### config.mk
export PLATFORM = sky130hd
export DESIGN_NAME = flash_protect_cmd_regs
export DESIGN_NICKNAME = d
export VERILOG_FILES = /design/src/pkg/flash_regs_pkg.sv /design/src/rtl/eeprom_guard.sv /design/src/rtl/flash_protect_cmd_regs.sv
export SDC_FILE = /design/constraint.sdc
export NUM_CORES = 1
export LEC_CHECK = 0
export BUFFER_PORTS_ARGS = -buffer_cell sky130_fd_sc_hd__buf_2
export CORE_MARGIN = 2
export CORE_UTILIZATION = 45
export DETAILED_ROUTE_END_ITERATION = 16
export GPL_TIMING_DRIVEN = 1
export HOLD_SLACK_MARGIN = 0.1
export MAX_ROUTING_LAYER = met4
export PLACE_DENSITY = 0.77
export SYNTH_ARGS = -nofsm -noshare
export SYNTH_HDL_FRONTEND = slang
export SYNTH_HIERARCHICAL = 1
export SYNTH_SLANG_ARGS = --single-unit
### constraint.sdc
create_clock -name clk -period 4.1 [get_ports clk]
set_input_delay 0.82 -clock clk [delete_from_list [all_inputs] [get_ports clk]]
set_output_delay 0.82 -clock clk [all_outputs]
set_load 0.01 [all_outputs]
### src/pkg/flash_regs_pkg.sv
package flash_regs_pkg;

  // ********************************
  // Register indices (byte address = 4 * index)
  // ********************************
  localparam logic [5:0] STATUS_IDX = 6'h00;
  localparam logic [5:0] CMD_INDEX_IDX = 6'h01;
  localparam logic [5:0] EEPROT_IDX = 6'h09;
  localparam logic [5:0] OPTION_IDX = 6'h0A;
  localparam logic [5:0] RSV_TEST_IDX = 6'h0B;
  localparam logic [5:0] CMD_WORD0_IDX = 6'h10;
  localparam int NUM_CMD_WORDS = 6;

  // ********************************
  // Field positions
  // ********************************
  localparam int COMMAND_COMPLETE_FLAG_BIT = 7;
  localparam int ACCESS_ERROR_FLAG_BIT = 5;
  localparam int PROTECTION_VIOLATION_FLAG_BIT = 4;
  localparam int PROT_OPEN_BIT = 7;
  localparam int PROT_SIZE_LSB = 0;
  localparam int BYTE_LO = 0;
  localparam int BYTE_HI = 1;

  // ********************************
  // Reset and fault values
  // ********************************
  localparam logic PROT_OPEN_FAULT = 1'b0;
  localparam logic [1:0] PROT_SIZE_FAULT = 2'h3;
  localparam logic [7:0] OPTION_FAULT = 8'hFF;
  localparam logic [2:0] CMD_INDEX_RESET = 3'h0;

  // ********************************
  // EEPROM protection geometry
  // ********************************
  localparam logic [23:0] EE_BASE = 24'h10_0000;
  localparam logic [23:0] EE_SECTOR_BYTES = 24'h00_0020;

  // ********************************
  // AHB encodings
  // ********************************
  localparam logic [2:0] HSIZE_BYTE = 3'h0;
  localparam logic [2:0] HSIZE_HALF = 3'h1;

  typedef enum logic [1:0] {PH_IDLE, PH_WR, PH_RD_WAIT} bus_phase_t;

endpackage

### src/rtl/eeprom_guard.sv
`timescale 1ns/100ps
module eeprom_guard
  import flash_regs_pkg::*;
(
  input wire logic prot_open,
  input wire logic [1:0] prot_size,
  input wire logic [23:0] op_addr,
  input wire logic op_block_erase,
  output logic violation
);

  logic [23:0] limit;
  logic in_range;

  // Protected window grows from the base in 32-byte steps
  assign limit = EE_BASE + ({22'h0, prot_size} + 24'h1) * EE_SECTOR_BYTES;
  assign in_range = (op_addr >= EE_BASE) && (op_addr < limit);

  // With open set the size is ignored; block erase needs no sector protected
  always_comb begin
    if (prot_open) begin
      violation = 1'b0;
    end else if (op_block_erase) begin
      violation = 1'b1;
    end else begin
      violation = in_range;
    end
  end

endmodule

### src/rtl/flash_protect_cmd_regs.sv
// Our own choice: the AHB-Lite register port.
`timescale 1ns/100ps
// Operation
// - Normal mode: size may only grow
// - Normal mode: open bit only 1 to 0
// - Open bit set makes size irrelevant
// - Special mode: protection fields freely writable
// - Reset loads protection from configuration byte
// - Double fault: open cleared, size maximal
// - Protected program/erase refused, violation flag set
// - Whole block erase refused if protected
// - Open bit 0 protects, 1 unprotects
// - Size selects 32, 64, 96, 128 bytes
// - Option register readable, writes ignored
// - Reset loads option bits from configuration
// - Double fault sets all option bits
// - Reserved test register reads zero, ignores writes
// - Six command words, byte-wide half access
// - Writing 1 to complete flag launches
// - Command words locked until completion
// - Results written back into command words
// - Word layout: code, address, four data
// - Flag clear: command word writes ignored
module flash_protect_cmd_regs
  import flash_regs_pkg::*;
(
  input wire logic clk,
  input wire logic rst_n,
  input wire logic hsel,
  input wire logic [31:0] haddr,
  input wire logic [1:0] htrans,
  input wire logic hwrite,
  input wire logic [2:0] hsize,
  input wire logic [31:0] hwdata,
  input wire logic hready,
  output logic [31:0] hrdata,
  output logic hreadyout,
  output logic hresp,
  input wire logic special_mode_pin,
  input wire logic cfg_ready,
  input wire logic [7:0] cfg_prot_byte,
  input wire logic cfg_prot_fault,
  input wire logic [7:0] cfg_option_byte,
  input wire logic cfg_option_fault,
  output logic cfg_loaded,
  output logic cmd_launch,
  output logic [95:0] command_object_array,
  output logic [2:0] command_word_index,
  input wire logic cmd_done,
  input wire logic result_we,
  input wire logic [2:0] result_index,
  input wire logic [15:0] result_data,
  input wire logic access_error_set,
  input wire logic op_check,
  input wire logic [23:0] op_addr,
  input wire logic op_block_erase,
  output logic op_refused,
  output logic eeprom_prot_open,
  output logic [1:0] eeprom_prot_size,
  output logic [7:0] nonvolatile_option_bits
);

  // ********************************
  // Reset release and mode pin
  // ********************************
  logic rst_meta_n;
  logic rst_sync_n;
  logic mode_meta;
  logic special_mode;

  always_ff @(posedge clk or negedge rst_n) begin
    if (!rst_n) begin
      rst_meta_n <= 1'b0;
      rst_sync_n <= 1'b0;
    end else begin
      rst_meta_n <= 1'b1;
      rst_sync_n <= rst_meta_n;
    end
  end

  always_ff @(posedge clk or negedge rst_sync_n) begin
    if (!rst_sync_n) begin
      mode_meta <= 1'b0;
      special_mode <= 1'b0;
    end else begin
      mode_meta <= special_mode_pin;
      special_mode <= mode_meta;
    end
  end

  // ********************************
  // AHB-Lite slave
  // ********************************
  // Reads take one wait state so read data always comes from a flop
  bus_phase_t phase;
  bus_phase_t next_phase;
  logic [5:0] addr_idx;
  logic [5:0] next_addr_idx;
  logic [1:0] addr_be;
  logic [1:0] next_addr_be;
  logic [31:0] next_hrdata;
  logic next_hreadyout;
  logic [31:0] rd_value;
  logic [1:0] be;
  logic wr_go;

  logic command_complete_flag;
  logic access_error_flag;
  logic protection_violation_flag;
  logic [15:0] cmd_word [NUM_CMD_WORDS];

  assign wr_go = (phase == PH_WR);

  always_comb begin
    be = 2'b11;
    if (hsize == HSIZE_BYTE) begin
      be = (haddr[1:0] == 2'h0) ? 2'b01 : (haddr[1:0] == 2'h1) ? 2'b10 : 2'b00;
    end else if (hsize == HSIZE_HALF && haddr[1]) begin
      be = 2'b00;
    end
  end

  always_comb begin
    rd_value = 32'h0;
    case (addr_idx)
      STATUS_IDX: begin
        rd_value[COMMAND_COMPLETE_FLAG_BIT] = command_complete_flag;
        rd_value[ACCESS_ERROR_FLAG_BIT] = access_error_flag;
        rd_value[PROTECTION_VIOLATION_FLAG_BIT] = protection_violation_flag;
      end
      CMD_INDEX_IDX: rd_value[2:0] = command_word_index;
      EEPROT_IDX: begin
        rd_value[PROT_OPEN_BIT] = eeprom_prot_open;
        rd_value[PROT_SIZE_LSB +: 2] = eeprom_prot_size;
      end
      OPTION_IDX: rd_value[7:0] = nonvolatile_option_bits;
      RSV_TEST_IDX: rd_value = 32'h0;
      default: begin
        for (int i = 0; i < NUM_CMD_WORDS; i++) begin
          if (addr_idx == CMD_WORD0_IDX + 6'(i)) begin
            rd_value[15:0] = cmd_word[i];
          end
        end
      end
    endcase
  end

  always_comb begin
    next_phase = PH_IDLE;
    next_addr_idx = addr_idx;
    next_addr_be = addr_be;
    next_hrdata = hrdata;
    next_hreadyout = 1'b1;
    if (phase == PH_RD_WAIT) begin
      next_hrdata = rd_value;
    end else if (hsel && htrans[1] && hready) begin
      next_addr_idx = haddr[7:2];
      next_addr_be = (haddr[31:8] == 24'h0) ? be : 2'b00;
      next_phase = hwrite ? PH_WR : PH_RD_WAIT;
      next_hreadyout = hwrite;
    end
  end

  always_ff @(posedge clk or negedge rst_sync_n) begin
    if (!rst_sync_n) begin
      phase <= PH_IDLE;
      addr_idx <= 6'h0;
      addr_be <= 2'b00;
      hrdata <= 32'h0;
      hreadyout <= 1'b1;
      hresp <= 1'b0;
    end else begin
      phase <= next_phase;
      addr_idx <= next_addr_idx;
      addr_be <= next_addr_be;
      hrdata <= next_hrdata;
      hreadyout <= next_hreadyout;
      // Every transfer is answered OKAY; kept in a flop like the other outputs
      hresp <= 1'b0;
    end
  end

  // ********************************
  // Protection, option, command words
  // ********************************
  logic violation;
  logic next_command_complete_flag;
  logic next_access_error_flag;
  logic next_protection_violation_flag;
  logic next_open;
  logic [1:0] next_size;
  logic [7:0] next_option;
  logic next_loaded;
  logic next_launch;
  logic next_refused;
  logic [2:0] next_index;
  logic [15:0] next_word [NUM_CMD_WORDS];

  eeprom_guard guard (
    .prot_open(eeprom_prot_open),
    .prot_size(eeprom_prot_size),
    .op_addr(op_addr),
    .op_block_erase(op_block_erase),
    .violation(violation)
  );

  always_comb begin
    next_command_complete_flag = command_complete_flag;
    next_access_error_flag = access_error_flag;
    next_protection_violation_flag = protection_violation_flag;
    next_open = eeprom_prot_open;
    next_size = eeprom_prot_size;
    next_option = nonvolatile_option_bits;
    next_loaded = cfg_loaded;
    next_launch = 1'b0;
    next_refused = 1'b0;
    next_index = command_word_index;
    next_word = cmd_word;
    if (wr_go) begin
      case (addr_idx)
        STATUS_IDX: if (addr_be[BYTE_LO]) begin
          if (hwdata[COMMAND_COMPLETE_FLAG_BIT] && command_complete_flag) begin
            next_command_complete_flag = 1'b0;
            next_launch = 1'b1;
          end
          if (hwdata[ACCESS_ERROR_FLAG_BIT]) next_access_error_flag = 1'b0;
          if (hwdata[PROTECTION_VIOLATION_FLAG_BIT]) next_protection_violation_flag = 1'b0;
        end
        CMD_INDEX_IDX: if (addr_be[BYTE_LO] && command_complete_flag) begin
          next_index = hwdata[2:0];
        end
        EEPROT_IDX: if (addr_be[BYTE_LO]) begin
          if (special_mode) begin
            next_open = hwdata[PROT_OPEN_BIT];
            next_size = hwdata[PROT_SIZE_LSB +: 2];
          end else begin
            if (!hwdata[PROT_OPEN_BIT]) next_open = 1'b0;
            if (hwdata[PROT_SIZE_LSB +: 2] > eeprom_prot_size) begin
              next_size = hwdata[PROT_SIZE_LSB +: 2];
            end
          end
        end
        default: begin
          for (int i = 0; i < NUM_CMD_WORDS; i++) begin
            // Locked while a command runs
            if (addr_idx == CMD_WORD0_IDX + 6'(i) && command_complete_flag) begin
              if (addr_be[BYTE_LO]) next_word[i][7:0] = hwdata[7:0];
              if (addr_be[BYTE_HI]) next_word[i][15:8] = hwdata[15:8];
            end
          end
        end
      endcase
    end
    if (!command_complete_flag && result_we && result_index < 3'(NUM_CMD_WORDS)) begin
      next_word[result_index] = result_data;
    end
    if (!command_complete_flag && cmd_done) next_command_complete_flag = 1'b1;
    // Hardware sets are applied last so they win over a same-cycle clear
    if (op_check && violation) begin
      next_protection_violation_flag = 1'b1;
      next_refused = 1'b1;
    end
    if (access_error_set) next_access_error_flag = 1'b1;
    // Configuration load takes priority over any early software write
    if (!cfg_loaded && cfg_ready) begin
      next_loaded = 1'b1;
      next_open = cfg_prot_fault ? PROT_OPEN_FAULT : cfg_prot_byte[PROT_OPEN_BIT];
      next_size = cfg_prot_fault ? PROT_SIZE_FAULT : cfg_prot_byte[PROT_SIZE_LSB +: 2];
      next_option = cfg_option_fault ? OPTION_FAULT : cfg_option_byte;
    end
  end

  // Until loaded the safe values hold in normal mode: fully protected, options all set
  always_ff @(posedge clk or negedge rst_sync_n) begin
    if (!rst_sync_n) begin
      command_complete_flag <= 1'b1;
      access_error_flag <= 1'b0;
      protection_violation_flag <= 1'b0;
      eeprom_prot_open <= PROT_OPEN_FAULT;
      eeprom_prot_size <= PROT_SIZE_FAULT;
      nonvolatile_option_bits <= OPTION_FAULT;
      cfg_loaded <= 1'b0;
      cmd_launch <= 1'b0;
      op_refused <= 1'b0;
      command_word_index <= CMD_INDEX_RESET;
      for (int i = 0; i < NUM_CMD_WORDS; i++) begin
        cmd_word[i] <= 16'h0000;
      end
    end else begin
      command_complete_flag <= next_command_complete_flag;
      access_error_flag <= next_access_error_flag;
      protection_violation_flag <= next_protection_violation_flag;
      eeprom_prot_open <= next_open;
      eeprom_prot_size <= next_size;
      nonvolatile_option_bits <= next_option;
      cfg_loaded <= next_loaded;
      cmd_launch <= next_launch;
      op_refused <= next_refused;
      command_word_index <= next_index;
      cmd_word <= next_word;
    end
  end

  // Word 0 high byte is the command code, word 1 the low address
  genvar g;
  generate
    for (g = 0; g < NUM_CMD_WORDS; g++) begin : g_words
      assign command_object_array[16*g +: 16] = cmd_word[g];
    end
  endgenerate

  // ********************************
  // Checks
  // ********************************
  logic ee_wr;
  assign ee_wr = wr_go && addr_idx == EEPROT_IDX && addr_be[BYTE_LO] && cfg_loaded;

  size_grow_a: assert property (@(posedge clk) disable iff (!rst_sync_n)
    ee_wr && !special_mode && hwdata[1:0] <= eeprom_prot_size |=> $stable(eeprom_prot_size))
    else $error("protection size shrank in normal mode");

  open_close_a: assert property (@(posedge clk) disable iff (!rst_sync_n)
    cfg_loaded && !special_mode && !eeprom_prot_open |=> !eeprom_prot_open)
    else $error("open bit reopened in normal mode");

  open_ignore_a: assert property (@(posedge clk) disable iff (!rst_sync_n)
    op_check && eeprom_prot_open |=> !op_refused)
    else $error("operation refused while protection open");

  special_write_a: assert property (@(posedge clk) disable iff (!rst_sync_n)
    ee_wr && special_mode |=> eeprom_prot_open == $past(hwdata[7])
      && eeprom_prot_size == $past(hwdata[1:0]))
    else $error("special mode protection write not taken");

  prot_fault_a: assert property (@(posedge clk) disable iff (!rst_sync_n)
    !cfg_loaded && cfg_ready && cfg_prot_fault |=> !eeprom_prot_open
      && eeprom_prot_size == 2'h3 && cfg_loaded)
    else $error("protection fault load not fully protected");

  opt_fault_a: assert property (@(posedge clk) disable iff (!rst_sync_n)
    !cfg_loaded && cfg_ready && cfg_option_fault |=> nonvolatile_option_bits == 8'hFF)
    else $error("option fault load not all ones");

  viol_flag_a: assert property (@(posedge clk) disable iff (!rst_sync_n)
    op_check && !eeprom_prot_open && !op_block_erase && op_addr >= EE_BASE
      && op_addr < EE_BASE + EE_SECTOR_BYTES
      |=> op_refused && protection_violation_flag)
    else $error("protected access not refused");

  block_erase_a: assert property (@(posedge clk) disable iff (!rst_sync_n)
    op_check && op_block_erase && !eeprom_prot_open |=> op_refused)
    else $error("block erase with protection not refused");

  launch_a: assert property (@(posedge clk) disable iff (!rst_sync_n)
    wr_go && addr_idx == STATUS_IDX && addr_be[0] && hwdata[7] && command_complete_flag
      |=> !command_complete_flag && cmd_launch ##1 !cmd_launch)
    else $error("launch write did not start a command");

  word_lock_a: assert property (@(posedge clk) disable iff (!rst_sync_n)
    !command_complete_flag && !result_we |=> $stable(command_object_array))
    else $error("command words changed while locked");

  rsv_zero_a: assert property (@(posedge clk) disable iff (!rst_sync_n)
    phase == PH_RD_WAIT && addr_idx == RSV_TEST_IDX |=> hrdata == 32'h0 && hreadyout)
    else $error("reserved register read nonzero");

endmodule

==> impl_summary.log <==
[metrics] slowest CP cell: sky130_fd_sc_hd__dfrtp_1
[metrics] final number of hold-violating endpoints: 0
[metrics] via count: 7,192
[metrics] Synth top area share: 43.7%
[metrics] Slew Viols, Final: 0
[metrics] outcome: finished clean
[metrics] core outline area: 16,700 um^2
[metrics] peak supply drop: 0.301 mV
[metrics] Avg WL per Cell: 21.2 um
[metrics] largest cells by area after synthesis: sky130_fd_sc_hd__dfrtp_1 44%, sky130_fd_sc_hd__mux2i_1 6.7%, sky130_fd_sc_hd__a221o_1 5.2%
[metrics] total of flip-flops plus latches after synthesis: 147
[metrics] fillers: 1,407
[metrics] most common cell in the netlist: sky130_fd_sc_hd__dfrtp_1
[metrics] CP cell instances: nor4b_4, buf_4, nand3_1, nor3b_1, a21oi_1, o21ai_0
[metrics] skew final: 0.0101 ns
[metrics] mux share of post-synthesis cell area: 12.1%
[metrics] data arrival at the endpoint of the critical path: 3.14 ns
[metrics] async set-reset flop share out of synthesis: 100%
[metrics] detailed-routing iteration count for the pre-antenna-repair pass: 5
[metrics] global-route wire length before repair: 38.8 mm
[metrics] number of post-CTS setup repair buffers: 0
[metrics] half-perimeter wire length after placement: 18.4 mm
[metrics] Ys Warns: 6
[metrics] Clk pin slew, worst setup/hold paths: 0.06 ns
[metrics] height of the chip: 135 um
[metrics] DRT Wirelength: 25.8 mm
[metrics] Final Critical Period: 2.80 ns
[metrics] number of library cell types mapped by synthesis: 64
[metrics] summed negative setup slack over all endpoints: 0 ns
[metrics] element type at the critical path start: register
[metrics] largest net degree at the start of global routing: 78
[metrics] Adder-Cell Fraction of Synth Area: 0.810%
[metrics] PD cells: 421 nW/um^2
[metrics] FF/Latch Area: 3700 um^2
[metrics] most common flop cell mapped by yosys: sky130_fd_sc_hd__dfrtp_1
[metrics] mean cell area of the mapped netlist: 10.2 um^2
[metrics] die area: 18,200 um^2
[metrics] endpoints failing setup: 0
[metrics] main combinational cell family by area after synthesis: simple AND/OR/NAND/NOR gates
[metrics] fraction of final layout cells with drive strength greater than 1: 35.1%
[metrics] Clock Latency Late Sink: 0.44 ns
[metrics] classification of the worst-slack hold path: input port to async pin
[metrics] critical-path maximum fanout: 26
[metrics] antenna violations before repair: 3
[metrics] CP endpoint kind: register
[metrics] sequential element share of the synthesized area: 47.8%
[metrics] number of nets in the layout: 1,131
[metrics] fraction of the mapped netlist area in compound gates: 16.9%
[metrics] total clock buffers created by CTS: 17
[metrics] Leakage: 4.66 nW
[metrics] number of standard cells after synthesis: 756
[metrics] starting density of the core: 46.3%
[metrics] Worst path max stage delay: 0.63 ns
[metrics] share of the synthesized netlist area taken by xor and xnor gates: 0%
[metrics] class of the most critical setup path: register to register
[metrics] global router's overall resource usage: 28.9%
[metrics] global placement routability congestion: 0.966
[metrics] Mapped Area: 7730 um^2
[metrics] clock sinks: 147
[metrics] area growth from synthesis to final layout: 25.8%
[metrics] Worst Hold Margin: 0.156 ns
[metrics] Top Ports: 289
[metrics] most instantiated cells after synthesis: 135 x sky130_fd_sc_hd__dfrtp_1, 97 x sky130_fd_sc_hd__nor2_1, 88 x sky130_fd_sc_hd__nand2_1
[metrics] number of vias per cell: 5.90
[metrics] number of antenna-violating nets in the routed design: 0
[metrics] Congestion Overflow GR: 0
[metrics] count of flip-flops with a built-in enable after synthesis: 0
[metrics] iteration-0 DRC count of the detailed router: 756
[metrics] RSZ-0062 raised after global routing: no
[metrics] area share of and/or/nand/nor cells after synthesis: 17.6%
[metrics] number of remaining DRC errors: 0
[metrics] Max H-tree Level: 4
[metrics] footprint of the multi-input gates: 3740 um^2
[metrics] number of I/O port buffers: 244
[metrics] via count of the first global-routing pass: 6,980
[metrics] die width: 135 um
[metrics] number of instances resized during post-cts repair: 0
[metrics] Final Cycle Share: 68.3%
[metrics] data required time at the worst endpoint: 4.44 ns
[metrics] root cell of the clock tree: sky130_fd_sc_hd__clkbuf_16
[metrics] Max transition margin: 28.5%
[metrics] biggest area consumer among synthesized cells: sky130_fd_sc_hd__dfrtp_1
[metrics] cts-stage hold buffer count: 0
[metrics] Worst Max-Slew Pin Slew: 1.07 ns
[metrics] TritonCTS clock tree: yes
[metrics] Max Root-Sink Buffers: 2
[metrics] timing-limited maximum frequency: 357 MHz
[metrics] Row Count: 47
[metrics] max-capacitance violation count: 0
==> power by group <==
group | switching [mW] | internal [mW]
registers | 0.146 | 1.56
logic | 0.341 | 0.273
clock network | 0.612 | 1.15
total | 1.10 | 2.99
==> final cells by class <==
cell class	instances	area share, %
Sequential cell	147	38.0
Clock buffer	22	4.67
Multi-Input combinational cell	555	38.5
Inverter	10	0.386
Timing Repair Buffer	253	13.4
Tap cell	220	2.83
Clock inverter	10	2.11
Antenna cell	3	0.0772
==> worst paths after layout <==
path	start	to	slack, ns	depth (start not counted)
worst max-delay path	addr_idx[3]	command_object_array[2]	1.30	6
worst min-delay path	rst_n	rst_sync_n	0.16	1
worst max register to register	addr_idx[3]	command_object_array[2]	1.30	6
worst min register to register	rst_meta_n	rst_sync_n	0.35	0
max in group asynchronous	rst_sync_n	hrdata[13]	2.69	1
min in group clk	rst_meta_n	rst_sync_n	0.35	0
==> kinds of logic after synthesis <==
kind of cell,Yosys count
muxes,77
AOI/OAI and AO/OA,185
DFF,147
other,2
and+or+nand+nor,270
buffers and inverters,70
adders and majority gates,5
==> flip-flops by register name (all words and copies together), names as in the netlist <==
| register | count |
|---|---|
| mode_meta | 1 |
| phase | 2 |
| command_object_array | 96 |
| nonvolatile_option_bits | 8 |
| addr_be | 2 |
| cfg_loaded | 1 |
| command_complete_flag | 1 |
| command_word_index | 3 |
| special_mode | 1 |
| access_error_flag | 1 |
| protection_violation_flag | 1 |
| hrdata | 16 |
| eeprom_prot_open | 1 |
| cmd_launch | 1 |
| addr_idx | 6 |
| eeprom_prot_size | 2 |
| rst_sync_n | 1 |
| rst_meta_n | 1 |
| hreadyout | 1 |
| op_refused | 1 |
==> worst max-delay path: cells and delay by family, from the launching register on <==
| kind | cells | cell delay [ns] |
|---|---|---|
| flip-flops | 1 | 0.63 |
| AO/OA/AOI/OAI | 2 | 0.28 |
| AND/OR/NAND/NOR | 3 | 1.42 |
| buffers and inverters | 1 | 0.36 |
==> routing by layer <==
layer	GRT usage, %	up-vias	share of wire (%)
met4	13.9	0	4.3
met3	8.00	86	11
met5	-	-	0
li1	-	3197	-
met1	36.8	3426	40
met2	42.8	483	45
==> cell usage in the layout (no fill, tap or decap), drive strengths merged, types with 7 or more instances in the layout <==
cell	n
o21ai	53
nand2	98
a221oi	7
a31oi	15
dfstp	12
inv	10
conb	18
nor4	11
mux2i	52
clkbuf	22
nor2b	8
nor2	98
dfrtp	135
mux2	13
buf	253
a21oi	44
mux4	12
a221o	40
==> per-stage QoR <==
stage               util, %  cell area [um^2]  setup slack [ns]  total power, mW  instances
floorplan                 -              7790              1.67             2.05        772
global placement       54.2              9050              1.47             2.32       1185
detailed placement     54.2              9050              1.46             2.34       1185
CTS                    58.1              9710              1.45             4.10       1217
global route           58.2              9720              1.25             4.23       1220
finish                 58.2              9720              1.30             4.09       1220
Note: power is estimated with default switching activity, not from simulation.
